`config.mk`:
```
export PLATFORM = sky130hd
export DESIGN_NAME = rtc_refresh_timer
export DESIGN_NICKNAME = d
export VERILOG_FILES = /design/src/rtc_pkg.sv /design/src/rtc_refresh_timer.sv
export SDC_FILE = /design/constraint.sdc
export NUM_CORES = 1
export LEC_CHECK = 0
export ABC_AREA = 1
export BUFFER_PORTS_ARGS = -buffer_cell sky130_fd_sc_hd__buf_2
export CORE_ASPECT_RATIO = 2
export CORE_UTILIZATION = 40
export CTS_CLUSTER_SIZE = 25
export DETAILED_ROUTE_END_ITERATION = 10
export GPL_ROUTABILITY_DRIVEN = 0
export PLACE_DENSITY_LB_ADDON = 0.05
export REMOVE_ABC_BUFFERS = 1
export SLEW_MARGIN = 20
export SYNTH_ARGS = -nofsm -noshare
export SYNTH_HDL_FRONTEND = slang
export SYNTH_SLANG_ARGS = --single-unit
```
`constraint.sdc`:
```
create_clock -name clk_sys_i -period 1.85 [get_ports clk_sys_i]
set_input_delay 0.37 -clock clk_sys_i [delete_from_list [all_inputs] [get_ports clk_sys_i]]
set_output_delay 0.37 -clock clk_sys_i [all_outputs]
set_load 0.1 [all_outputs]
```
`src/rtc_pkg.sv`:
```
package rtc_pkg;

	localparam logic [7:0] RTC_OFS_MODE  = 8'h00;
	localparam logic [7:0] RTC_OFS_CSR   = 8'h04;
	localparam logic [7:0] RTC_OFS_COUNT = 8'h08;
	localparam logic [7:0] RTC_OFS_CONST = 8'h0c;

	localparam int RTC_MODE_SELF  = 7;
	localparam int RTC_MODE_PSRAM = 6;
	localparam int RTC_MODE_DRAM  = 5;
	localparam int RTC_MODE_STRB  = 4;
	localparam int RTC_MODE_COL9  = 3;
	localparam int RTC_MODE_PIN   = 2;
	localparam int RTC_MODE_RCYC  = 0;

	localparam int RTC_CSR_FLAG = 7;
	localparam int RTC_CSR_IE   = 6;
	localparam int RTC_CSR_CKS  = 3;

	localparam logic [7:0] RTC_MODE_RST  = 8'h02;
	localparam logic [7:0] RTC_MODE_RSVD = 8'h02;
	localparam logic [2:0] RTC_CSR_RSVD  = 3'h7;
	localparam logic [7:0] RTC_COUNT_RST = 8'h00;
	localparam logic [7:0] RTC_CONST_RST = 8'hff;
	localparam logic [2:0] RTC_CKS_RST   = 3'h0;

	localparam logic [1:0] RTC_CYCLE_STATES = 2'h3;
	localparam logic [1:0] RTC_WAIT_STATE   = 2'h2;

	localparam logic [11:0] RTC_DIV_MASK [8] = '{
		12'h000, 12'h001, 12'h007, 12'h01f,
		12'h07f, 12'h1ff, 12'h7ff, 12'hfff};

	typedef struct packed {
		logic       valid;
		logic       write;
		logic [7:0] addr;
	} rtc_aphase_type;

	typedef struct packed {
		logic self_refresh;
		logic psram;
		logic dram;
		logic two_cas;
		logic col9;
		logic pin_en;
		logic rcyc_en;
	} rtc_mode_type;

	typedef enum logic [3:0] {
		RTC_ST_IDLE   = 4'b0001,
		RTC_ST_PEND   = 4'b0010,
		RTC_ST_BUSREQ = 4'b0100,
		RTC_ST_CYCLE  = 4'b1000
	} rtc_state_type;

endpackage

```
`src/rtc_refresh_timer.sv`:
```
// Chosen here: register access over AHB-Lite and the register addresses.
`timescale 1ns/1ps
// Overview of operation
// - self-refresh in software standby when selected and one memory mode set
// - memory returns to normal access when software standby ends
// - enable pair picks timer, dynamic or pseudo-static; never both set
// - area 3 bus and refresh cycles last three states in memory mode
// - no area 3 wait states in memory mode when three-state bit clear
// - memory mode locks mode bits 4,3,2,0 and timer registers except flag clear
// - strobe select: 0 two-write-strobe, 1 two-column-strobe, dynamic mode only
// - column select: 0 eight-bit, 1 nine-bit column, dynamic mode only
// - refresh pin is port when pin enable 0, refresh signal when 1
// - reserved mode bit 1 and control bits 2..0 read one, ignore writes
// - refresh cycles only in a memory mode with cycle enable set
// - control bits 7,6 reset by any standby; bits 5..3 kept in software standby
// - match flag sets when counter equals constant
// - flag clears by read-as-one then write zero; writing one does nothing
// - interrupt enable gates match interrupt; forced zero in memory mode
// - tick select 000 stops, else clock divided by 2..4096
// - match gives refresh request in memory mode, interrupt in timer mode
// - counter increments per tick, clears on match with flag set
// - counter cleared by reset and any standby
// - constant set to ff by reset and hardware standby, kept in software standby
// - mode register set to 02 by reset and hardware standby
// - first request pends; next acquires bus and refreshes; requests during cycle ignored
// - refresh pin low through each refresh cycle when enabled
module rtc_refresh_timer
	import rtc_pkg::*;
(
	input  wire logic        clk_sys_i,
	input  wire logic        rstn_i,
	input  wire logic        hsel_i,
	input  wire logic [31:0] haddr_i,
	input  wire logic [1:0]  htrans_i,
	input  wire logic        hwrite_i,
	input  wire logic [2:0]  hsize_i,
	input  wire logic [31:0] hwdata_i,
	input  wire logic        hready_i,
	output logic      [31:0] hrdata_o,
	output logic             hreadyout_o,
	output logic             hresp_o,
	input  wire logic        sw_standby_i,
	input  wire logic        hw_standby_i,
	input  wire logic        area3_three_state_i,
	input  wire logic        area3_wait_i,
	input  wire logic        bus_grant_i,
	output logic             bus_request_o,
	output logic             refresh_active_o,
	output logic             refresh_strobe_n_o,
	output logic             refresh_strobe_oe_o,
	output logic             self_refresh_o,
	output logic             match_interrupt_o,
	output logic             dram_mode_o,
	output logic             psram_mode_o,
	output logic             two_cas_mode_o,
	output logic             col9_mode_o,
	output logic [1:0]       area3_states_o,
	output logic             area3_wait_allow_o
);

	rtc_aphase_type ap_r;
	rtc_aphase_type ap_nxt;
	rtc_mode_type   mode_r;
	rtc_mode_type   mode_nxt;
	rtc_state_type  state_r;
	rtc_state_type  state_nxt;
	logic           flag_r;
	logic           flag_nxt;
	logic           ie_r;
	logic           ie_nxt;
	logic [2:0]     cks_r;
	logic [2:0]     cks_nxt;
	logic [7:0]     count_r;
	logic [7:0]     count_nxt;
	logic [7:0]     const_r;
	logic [7:0]     const_nxt;
	logic           armed_r;
	logic           armed_nxt;
	logic [11:0]    presc_r;
	logic [11:0]    presc_nxt;
	logic [1:0]     tstate_r;
	logic [1:0]     tstate_nxt;
	logic           self_r;
	logic           irq_r;

	// decode and selection
	wire        mem_mode = mode_r.psram | mode_r.dram;
	wire        one_mem  = mode_r.psram ^ mode_r.dram;
	wire        any_stby = sw_standby_i | hw_standby_i;
	wire        ap_take  = hsel_i & hready_i & htrans_i[1];
	wire        wr_act   = ap_r.valid & ap_r.write;
	wire        rd_act   = ap_r.valid & ~ap_r.write;
	wire [7:0]  wdat     = hwdata_i[7:0];
	wire        wr_mode  = wr_act & (ap_r.addr == RTC_OFS_MODE);
	wire        wr_csr   = wr_act & (ap_r.addr == RTC_OFS_CSR);
	wire        wr_count = wr_act & (ap_r.addr == RTC_OFS_COUNT);
	wire        wr_const = wr_act & (ap_r.addr == RTC_OFS_CONST);
	wire        rd_csr   = rd_act & (ap_r.addr == RTC_OFS_CSR);
	wire        unlocked = ~mem_mode;

	// timer and refresh
	wire [11:0] div_mask = RTC_DIV_MASK[cks_r];
	wire        tick     = (cks_r != 3'h0)
		& ((presc_r & div_mask) == div_mask);
	wire        match    = tick & (count_r == const_r);
	wire        ref_req  = match & mem_mode;
	wire        in_cycle = (state_r == RTC_ST_CYCLE);
	wire        wait_ins = area3_three_state_i & area3_wait_i;
	wire        flag_clr = wr_csr & armed_r & ~wdat[RTC_CSR_FLAG];
	wire        self_nxt = mode_r.self_refresh & one_mem
		& sw_standby_i;
	wire        irq_nxt  = flag_r & ie_r & ~mem_mode;

	wire [7:0] mode_rd = {mode_r.self_refresh, mode_r.psram, mode_r.dram,
		mode_r.two_cas, mode_r.col9, mode_r.pin_en, 1'b0,
		mode_r.rcyc_en} | RTC_MODE_RSVD;
	wire [7:0] csr_rd  = {flag_r, ie_r, cks_r, RTC_CSR_RSVD};

	// read data selection
	logic [7:0] rd_sel;

	always_comb begin
		case (ap_r.addr)
		RTC_OFS_MODE:  rd_sel = mode_rd;
		RTC_OFS_CSR:   rd_sel = csr_rd;
		RTC_OFS_COUNT: rd_sel = count_r;
		RTC_OFS_CONST: rd_sel = const_r;
		default:       rd_sel = 8'h00;
		endcase
	end

	// bus response
	assign hrdata_o    = rd_act ? {24'h000000, rd_sel} : 32'h00000000;
	assign hreadyout_o = 1'b1;
	assign hresp_o     = 1'b0;

	// address phase capture
	always_comb begin
		ap_nxt.valid = ap_take;
		ap_nxt.write = hwrite_i;
		ap_nxt.addr  = {haddr_i[7:2], 2'b00};
	end

	// mode register
	always_comb begin
		mode_nxt = mode_r;
		if (wr_mode) begin
			mode_nxt.self_refresh = wdat[RTC_MODE_SELF];
			mode_nxt.psram        = wdat[RTC_MODE_PSRAM];
			mode_nxt.dram         = wdat[RTC_MODE_DRAM];
			if (unlocked) begin
				mode_nxt.two_cas = wdat[RTC_MODE_STRB];
				mode_nxt.col9    = wdat[RTC_MODE_COL9];
				mode_nxt.pin_en  = wdat[RTC_MODE_PIN];
				mode_nxt.rcyc_en = wdat[RTC_MODE_RCYC];
			end
		end
		if (hw_standby_i) begin
			mode_nxt = '0;
		end
	end

	// timer control and status
	always_comb begin
		ie_nxt    = ie_r;
		cks_nxt   = cks_r;
		armed_nxt = armed_r;
		if (wr_csr & unlocked) begin
			ie_nxt  = wdat[RTC_CSR_IE];
			cks_nxt = wdat[RTC_CSR_CKS +: 3];
		end
		if (mem_mode) begin
			ie_nxt = 1'b0;
		end
		if (rd_csr & flag_r) begin
			armed_nxt = 1'b1;
		end
		if (flag_clr | ~flag_r) begin
			armed_nxt = 1'b0;
		end
		flag_nxt = (flag_r & ~flag_clr) | match;
		if (any_stby) begin
			flag_nxt  = 1'b0;
			ie_nxt    = 1'b0;
			armed_nxt = 1'b0;
		end
		if (hw_standby_i) begin
			cks_nxt = RTC_CKS_RST;
		end
	end

	// counter and constant
	always_comb begin
		presc_nxt = presc_r + 12'h001;
		count_nxt = count_r;
		const_nxt = const_r;
		if (tick) begin
			count_nxt = match ? RTC_COUNT_RST : count_r + 8'h01;
		end
		if (wr_count & unlocked) begin
			count_nxt = wdat;
		end
		if (wr_const & unlocked) begin
			const_nxt = wdat;
		end
		if (any_stby) begin
			count_nxt = RTC_COUNT_RST;
			presc_nxt = 12'h000;
		end
		if (hw_standby_i) begin
			const_nxt = RTC_CONST_RST;
		end
	end

	// refresh request and cycle sequencing
	always_comb begin
		state_nxt  = state_r;
		tstate_nxt = tstate_r;
		case (state_r)
		RTC_ST_IDLE: begin
			if (ref_req) begin
				state_nxt = RTC_ST_PEND;
			end
		end
		RTC_ST_PEND: begin
			if (ref_req & mode_r.rcyc_en) begin
				state_nxt = RTC_ST_BUSREQ;
			end
		end
		RTC_ST_BUSREQ: begin
			if (bus_grant_i) begin
				state_nxt  = RTC_ST_CYCLE;
				tstate_nxt = 2'h1;
			end
		end
		RTC_ST_CYCLE: begin
			if (tstate_r == RTC_CYCLE_STATES) begin
				state_nxt  = RTC_ST_PEND;
				tstate_nxt = 2'h0;
			end else if (!(tstate_r == RTC_WAIT_STATE && wait_ins)) begin
				tstate_nxt = tstate_r + 2'h1;
			end
		end
		default: begin
			state_nxt = RTC_ST_IDLE;
		end
		endcase
		if (~mem_mode | any_stby) begin
			state_nxt  = RTC_ST_IDLE;
			tstate_nxt = 2'h0;
		end
	end

	// state flip-flops
	always_ff @(posedge clk_sys_i or negedge rstn_i) begin
		if (!rstn_i) begin
			ap_r <= '0;
		end else begin
			ap_r <= ap_nxt;
		end
	end

	always_ff @(posedge clk_sys_i or negedge rstn_i) begin
		if (!rstn_i) begin
			mode_r <= '0;
		end else begin
			mode_r <= mode_nxt;
		end
	end

	always_ff @(posedge clk_sys_i or negedge rstn_i) begin
		if (!rstn_i) begin
			flag_r <= 1'b0;
		end else begin
			flag_r <= flag_nxt;
		end
	end

	always_ff @(posedge clk_sys_i or negedge rstn_i) begin
		if (!rstn_i) begin
			ie_r <= 1'b0;
		end else begin
			ie_r <= ie_nxt;
		end
	end

	always_ff @(posedge clk_sys_i or negedge rstn_i) begin
		if (!rstn_i) begin
			cks_r <= RTC_CKS_RST;
		end else begin
			cks_r <= cks_nxt;
		end
	end

	always_ff @(posedge clk_sys_i or negedge rstn_i) begin
		if (!rstn_i) begin
			armed_r <= 1'b0;
		end else begin
			armed_r <= armed_nxt;
		end
	end

	always_ff @(posedge clk_sys_i or negedge rstn_i) begin
		if (!rstn_i) begin
			count_r <= RTC_COUNT_RST;
		end else begin
			count_r <= count_nxt;
		end
	end

	always_ff @(posedge clk_sys_i or negedge rstn_i) begin
		if (!rstn_i) begin
			const_r <= RTC_CONST_RST;
		end else begin
			const_r <= const_nxt;
		end
	end

	always_ff @(posedge clk_sys_i or negedge rstn_i) begin
		if (!rstn_i) begin
			presc_r <= 12'h000;
		end else begin
			presc_r <= presc_nxt;
		end
	end

	always_ff @(posedge clk_sys_i or negedge rstn_i) begin
		if (!rstn_i) begin
			state_r <= RTC_ST_IDLE;
		end else begin
			state_r <= state_nxt;
		end
	end

	always_ff @(posedge clk_sys_i or negedge rstn_i) begin
		if (!rstn_i) begin
			tstate_r <= 2'h0;
		end else begin
			tstate_r <= tstate_nxt;
		end
	end

	always_ff @(posedge clk_sys_i or negedge rstn_i) begin
		if (!rstn_i) begin
			self_r <= 1'b0;
		end else begin
			self_r <= self_nxt;
		end
	end

	always_ff @(posedge clk_sys_i or negedge rstn_i) begin
		if (!rstn_i) begin
			irq_r <= 1'b0;
		end else begin
			irq_r <= irq_nxt;
		end
	end

	// registered standby and interrupt
	assign self_refresh_o      = self_r;
	assign match_interrupt_o   = irq_r;

	// refresh sequencing and pin
	assign bus_request_o       = (state_r == RTC_ST_BUSREQ);
	assign refresh_active_o    = in_cycle;
	assign refresh_strobe_oe_o = mode_r.pin_en;
	assign refresh_strobe_n_o  = ~(in_cycle & mode_r.pin_en);

	// mode outputs to the bus controller
	assign dram_mode_o         = mode_r.dram & ~mode_r.psram;
	assign psram_mode_o        = mode_r.psram & ~mode_r.dram;
	assign two_cas_mode_o      = mode_r.two_cas & dram_mode_o;
	assign col9_mode_o         = mode_r.col9 & dram_mode_o;
	assign area3_states_o      = mem_mode ? RTC_CYCLE_STATES : 2'h0;
	assign area3_wait_allow_o  = mem_mode & area3_three_state_i;

endmodule

```
=== Word level (Yosys, flattened, before mapping) ===
Memories as Yosys holds them, arrays and structs flattened.
Index checks and enable logic that the tools add are counted.
Widths: inputs -> output; s select.

* Bits in registers: 57
* Bits in latches: 0
* RAM bits: 0
* Bits in read-only memories: 96
* Input port bits: 79
* Output and inout port bits: 47
* Word-level logic and storage cells: 138
* Memories kept: 1

* $add $sub $neg: 3
* Multiply operators: 0
* Div/mod/pow operators: 0
* Magnitude comparators: 1
* Eq/ne operators: 17
* Shift-type cells: 0
* Multiplexer cells: 35
* Bitwise logic cells: 47
* Reduce and logical (&&, ||, !) cells: 13

{| class="wikitable"
|+ Memory list
! memory !! words !! width !! rd ports !! clocked after memory_dff !! wr ports !! line !! text
|-
| (name not given) || 8 || 12 || 1 || 0 || 0 || rtc_refresh_timer.sv:102 || <nowiki>wire [11:0] div_mask = RTC_DIV_MASK[cks_r];</nowiki>
|}

{| class="wikitable"
|+ Operator list
! operator !! count
|-
| $mux 8 || 7
|-
| $mux 12 || 3
|-
| $pmux 8 s4 || 1
|-
| $and 1x1->1 || 31
|-
| $mux 4 || 6
|-
| $pmux 4 s4 || 1
|-
| $reduce_bool 3->1 || 5
|-
| $mux 7 || 2
|-
| $add 12x1->12 const B || 1
|-
| $and 12x12->12 || 1
|-
| $eq 12x12->1 || 1
|-
| $eq 6x2->1 const B || 2
|-
| $mux 2 || 5
|-
| $add 8x1->8 const B || 1
|-
| $eq 8x8->1 || 1
|-
| $logic_not 8->1 || 1
|-
| $not 1->1 || 8
|-
| $mux 1 || 7
|-
| $eq 6x1->1 const B || 1
|-
| $mux 3 || 2
|-
| $ne 3x3->1 const B || 2
|-
| $reduce_bool 2->1 || 3
|-
| $or 1x1->1 || 5
|-
| $eq 2x2->1 const B || 2
|-
| other kinds (17) || 17
|}

=== Longest topological paths before layout ===
* Depth after elaboration: 13
* Gate-level depth with buffers: 12

=== Worst setup path before layout ===
OpenSTA, ideal clock, no wires.

* Kind: flip-flop to output port
* Start: register ap_r[5] (netlist bit)
* End: output hrdata_o[6]
* Data arrival time: 2746 ps
* Data required time: 1480 ps
* Path slack: -1266 ps
* Cell stages (with the launch flop): 5
* Path buffers: 0
* Cells stage by stage: dfrtp_1 -> nor2_2 -> nand3b_2 -> or2_2 -> a41oi_1

* Word-level cells in the longest chain between the ends: 3
* Elaborated cells between the ends (all ways): 6
* Classes of those cells: 3 x eq/ne; 2 x mux; 1 x reduce/logical

{| class="wikitable"
|+ RTL lines
! item !! line !! text
|-
| start: declaration || rtc_refresh_timer.sv:61 || <nowiki>rtc_aphase_type ap_r;</nowiki>
|-
| start signal: assignment || rtc_refresh_timer.sv:259 || <nowiki>ap_r <= ap_nxt;</nowiki>
|-
| $eq 6x2->1 (tied with other cells) || rtc_refresh_timer.sv:123 || <nowiki>case (ap_r.addr)</nowiki>
|-
| $pmux 8 s4 (*) || rtc_refresh_timer.sv:123 ||
|-
| $mux 8 (*) || rtc_refresh_timer.sv:133 || <nowiki>assign hrdata_o = rd_act ? {24'h000000, rd_sel} : 32'h00000000;</nowiki>
|-
| end: declaration || rtc_refresh_timer.sv:39 || <nowiki>output logic [31:0] hrdata_o,</nowiki>
|}

Mark *: on every way between the ends. The rest lies on a longest branch, timed or not.

=== Worst setup path in the final report ===
* Start: register ap_r[5] (netlist bit)
* End: output hrdata_o[0]

Same word-level chain as after synthesis.

==> run_results.csv <==
group,metric,value,unit
yosys,ys_seq_elements,57,
yosys,ys_seq_area_frac,0.411,
yosys,syn-instance-count,460,
placement,dp_hpwl,7.33,mm
yosys,synth_top_area_frac,0.343,
yosys,yosysUniqueCellTypes,44,
floorplan,fp.dieW,68.2,µm
worst_setup_path,cp.required,1.48,ns
run_status,violations,"negative setup slack",
timing,max_freq,0.427,GHz
timing,drv_slew,0,
timing,hold_slack,0.0138,ns
yosys,ys.flop_type,"dfrtp_1",
timing,finClkSkew,0.00787,ns
route,viasPerCell,4.96,
floorplan,dieArea,0.00916,mm²
worst_setup_path,worstPathCellList,"nor2_4 > buf_12 > nand3b_4 > buf_6 > o22ai_2 > a21oi_2 > a21oi_2 > buf_12",
route,drcViolationCount,0,
yosys,synth_edf_count,0,
yosys,syn_area,0.00350,mm²
yosys,yosys.area.top_type,"dfrtp_1",
floorplan,core-area,0.00859,mm²
worst_setup_path,worstSetupEndpointType,"output pin",
timing,setup_ws,-0.491,ns
worst_setup_path,crit_fanout,6,
finish,drive_above_1_share,0.324,
finish,antenna_cells,0,
worst_setup_path,critPathKind,"reg2out",
clock_tree,h-tree-depth,3,
worst_setup_path,rr_worst_depth,12,
hold_path,min-delay-path-class,"in2async",
grt,grt_pass1_wl,15.8,mm
grt,antenna_found_initial,0,
worst_setup_path,crit_cells,8,
finish,final_area,0.00483,mm²
power_and_ir_drop,design_power_total,0.00381,W
floorplan,die_y,134,µm
floorplan,rows,48,
timing,rsz0062_at_grt,"true",
worst_setup_path,cp_slowest_cell,"dfrtp_1",
timing,timing.final.crit_share,1.27,
placement,placed_area,0.00415,mm²
grt,grt_max_degree,58,
route,routed-via-count,3265,
grt,grt_pass1_vias,3204,
clock_tree,clk_latency,0.34,ns
yosys,avgSynthCellArea,7.61,µm²
flow_run,maxCapViolations,0,
grt,grt_overflow,0,
timing,timing.final.hold_violations,0,
power_and_ir_drop,power_density,789,mW/mm²
yosys,yosysMostFrequentCell,"nand2_1",
power_and_ir_drop,power.leakage,2.38,nW
yosys,synth_area_leaders,"dfrtp_1 (34%), nand2_1 (13%), dfstp_2 (6.8%)",
run_status,status,"finished, violations left",
route,ant_nets,0,
route,routed_wl,9.87,mm
power_and_ir_drop,vdd_drop_max,0.564,mV
worst_setup_path,critical-path-max-stage-delay,0.39,ns
clock_tree,cts_sinks,57,
route,drt_iter0_drc,171,
finish,num-nets-final,639,
worst_setup_path,cp_num_buf_inv,3,
timing,setup-violations-final,8,
grt,track_usage,0.242,
placement,numPortBuffers,45,
route,dr.pass1.iters,6,
finish,area_growth,38.0,%
clock_tree,numCtsBuffers,9,
timing,min_period,2.34,ns
clock_tree,cts_tree,"built",
clock_tree,clockBufferDepth,2,
clock_tree,hold_buffers,0,
worst_setup_path,crit_arrival,1.97,ns
yosys,yosys-top-cells-count,"nand2_1 (117), inv_1 (53), nor2_1 (51), dfrtp_1 (48), o21ai_0 (34)",
floorplan,num_io_pins,126,
yosys,async_reset_ff_frac,1.00,
worst_setup_path,worstSetupStartpointType,"flop",
worst_setup_path,reg2reg_slack,0.01,ns
route,avgRoutedWirePerCell,15.0,µm
yosys,synth_warnings,0,
finish,final_core_util,0.563,
clock_tree,root_buffer,"clkbuf_16",
timing,finalSetupTns,-3.49,ns
worst_setup_path,critPathTopFamily,"buffers and inverters",
floorplan,start_util,0.408,
clock_tree,clk_pin_slew,0.06,ns
[area by class of cell]
class,count,area (µm²)
clock buffers,9,225
clock inverters,7,104
fillers,808,3750
inverters,62,238
multi-input cells,332,1830
flip-flops and latches,57,1440
well taps,100,125
repair buffers,91,872
[per-layer routing]
layer  vias to the layer above  global-route usage  wire length (µm)
li1                       1609                   -                 -
met1                      1520               0.246              3460
met2                       104               0.432              5540
met3                        32              0.0442               397
met4                         0               0.141               468
met5                         -                   0                 0
[final timing paths]
kind	start	end
setup / recovery	ap_r[5]	hrdata_o[0]
hold / removal	rstn_i	presc_r[4]
setup reg to reg	ap_r[5]	count_r[3]
hold reg to reg	presc_r[0]	presc_r[0]
max in group asynchronous	rstn_i	const_r[5]
min in group clk_sys_i	haddr_i[3]	ap_r[3]
[state kept, by name (all words and copies together) (netlist names), 2 cells and up]
| signal | flops |
|---|---|
| state_r | 4 |
| count_r | 8 |
| ap_r | 8 |
| const_r | 8 |
| tstate_r | 2 |
| mode_r | 6 |
| cks_r | 3 |
| presc_r | 12 |
[cell families after synthesis]
group                      count (synthesis)  synth area share
AOI/OAI and AO/OA                         66             0.115
xor gates and xnor gates                   5            0.0125
adders and majority gates                  7            0.0250
buffers and inverters                     95             0.138
DFF                                       57             0.411
other                                      2           0.00214
and+or+nand+nor                          228             0.297
[power by group]
part / internal, W / switching, W
Combinational: 0.000151 / 0.000509
Sequential: 0.00130 / 0.0000349
Clock: 0.00119 / 0.000626
[metrics by stage]
| step | worst slack (ns) | cells |
|---|---|---|
| floorplan | -1.27 | 451 |
| global placement | -0.196 | 626 |
| detailed placement | -0.197 | 626 |
| CTS | -0.466 | 654 |
| global route | -0.535 | 658 |
| finish | -0.491 | 658 |
[layout by cell type, fill, tap and decap left out, types with 3 or more instances in the layout]
cell type	n
nand2_1	110
inv_1	50
nor2_1	46
dfrtp_1	46
buf_4	35
buf_2	28
conb_1	26
nand3_1	24
o21ai_0	23
buf_12	18
o21ai_1	13
inv_2	9
nand2_2	9
nor2_4	9
clkbuf_16	9
dfstp_2	9
buf_6	9
nor2_2	7
a21oi_1	6
ha_1	6
xor2_1	5
a21oi_2	5
o22ai_2	4
nand4_1	4
clkinv_4	4
nor3_1	3
a221oi_1	3
[timing repair]
item | 4_1_cts | 5_1_grt
endpoints found under the hold margin | 0 | 0
endpoints found under the setup margin | 13 | 31
gates resized for setup | 24 | 43
pin swaps | 11 | 16
buffers inserted | 12 | 4
Power figures use the tool's default switching activity.
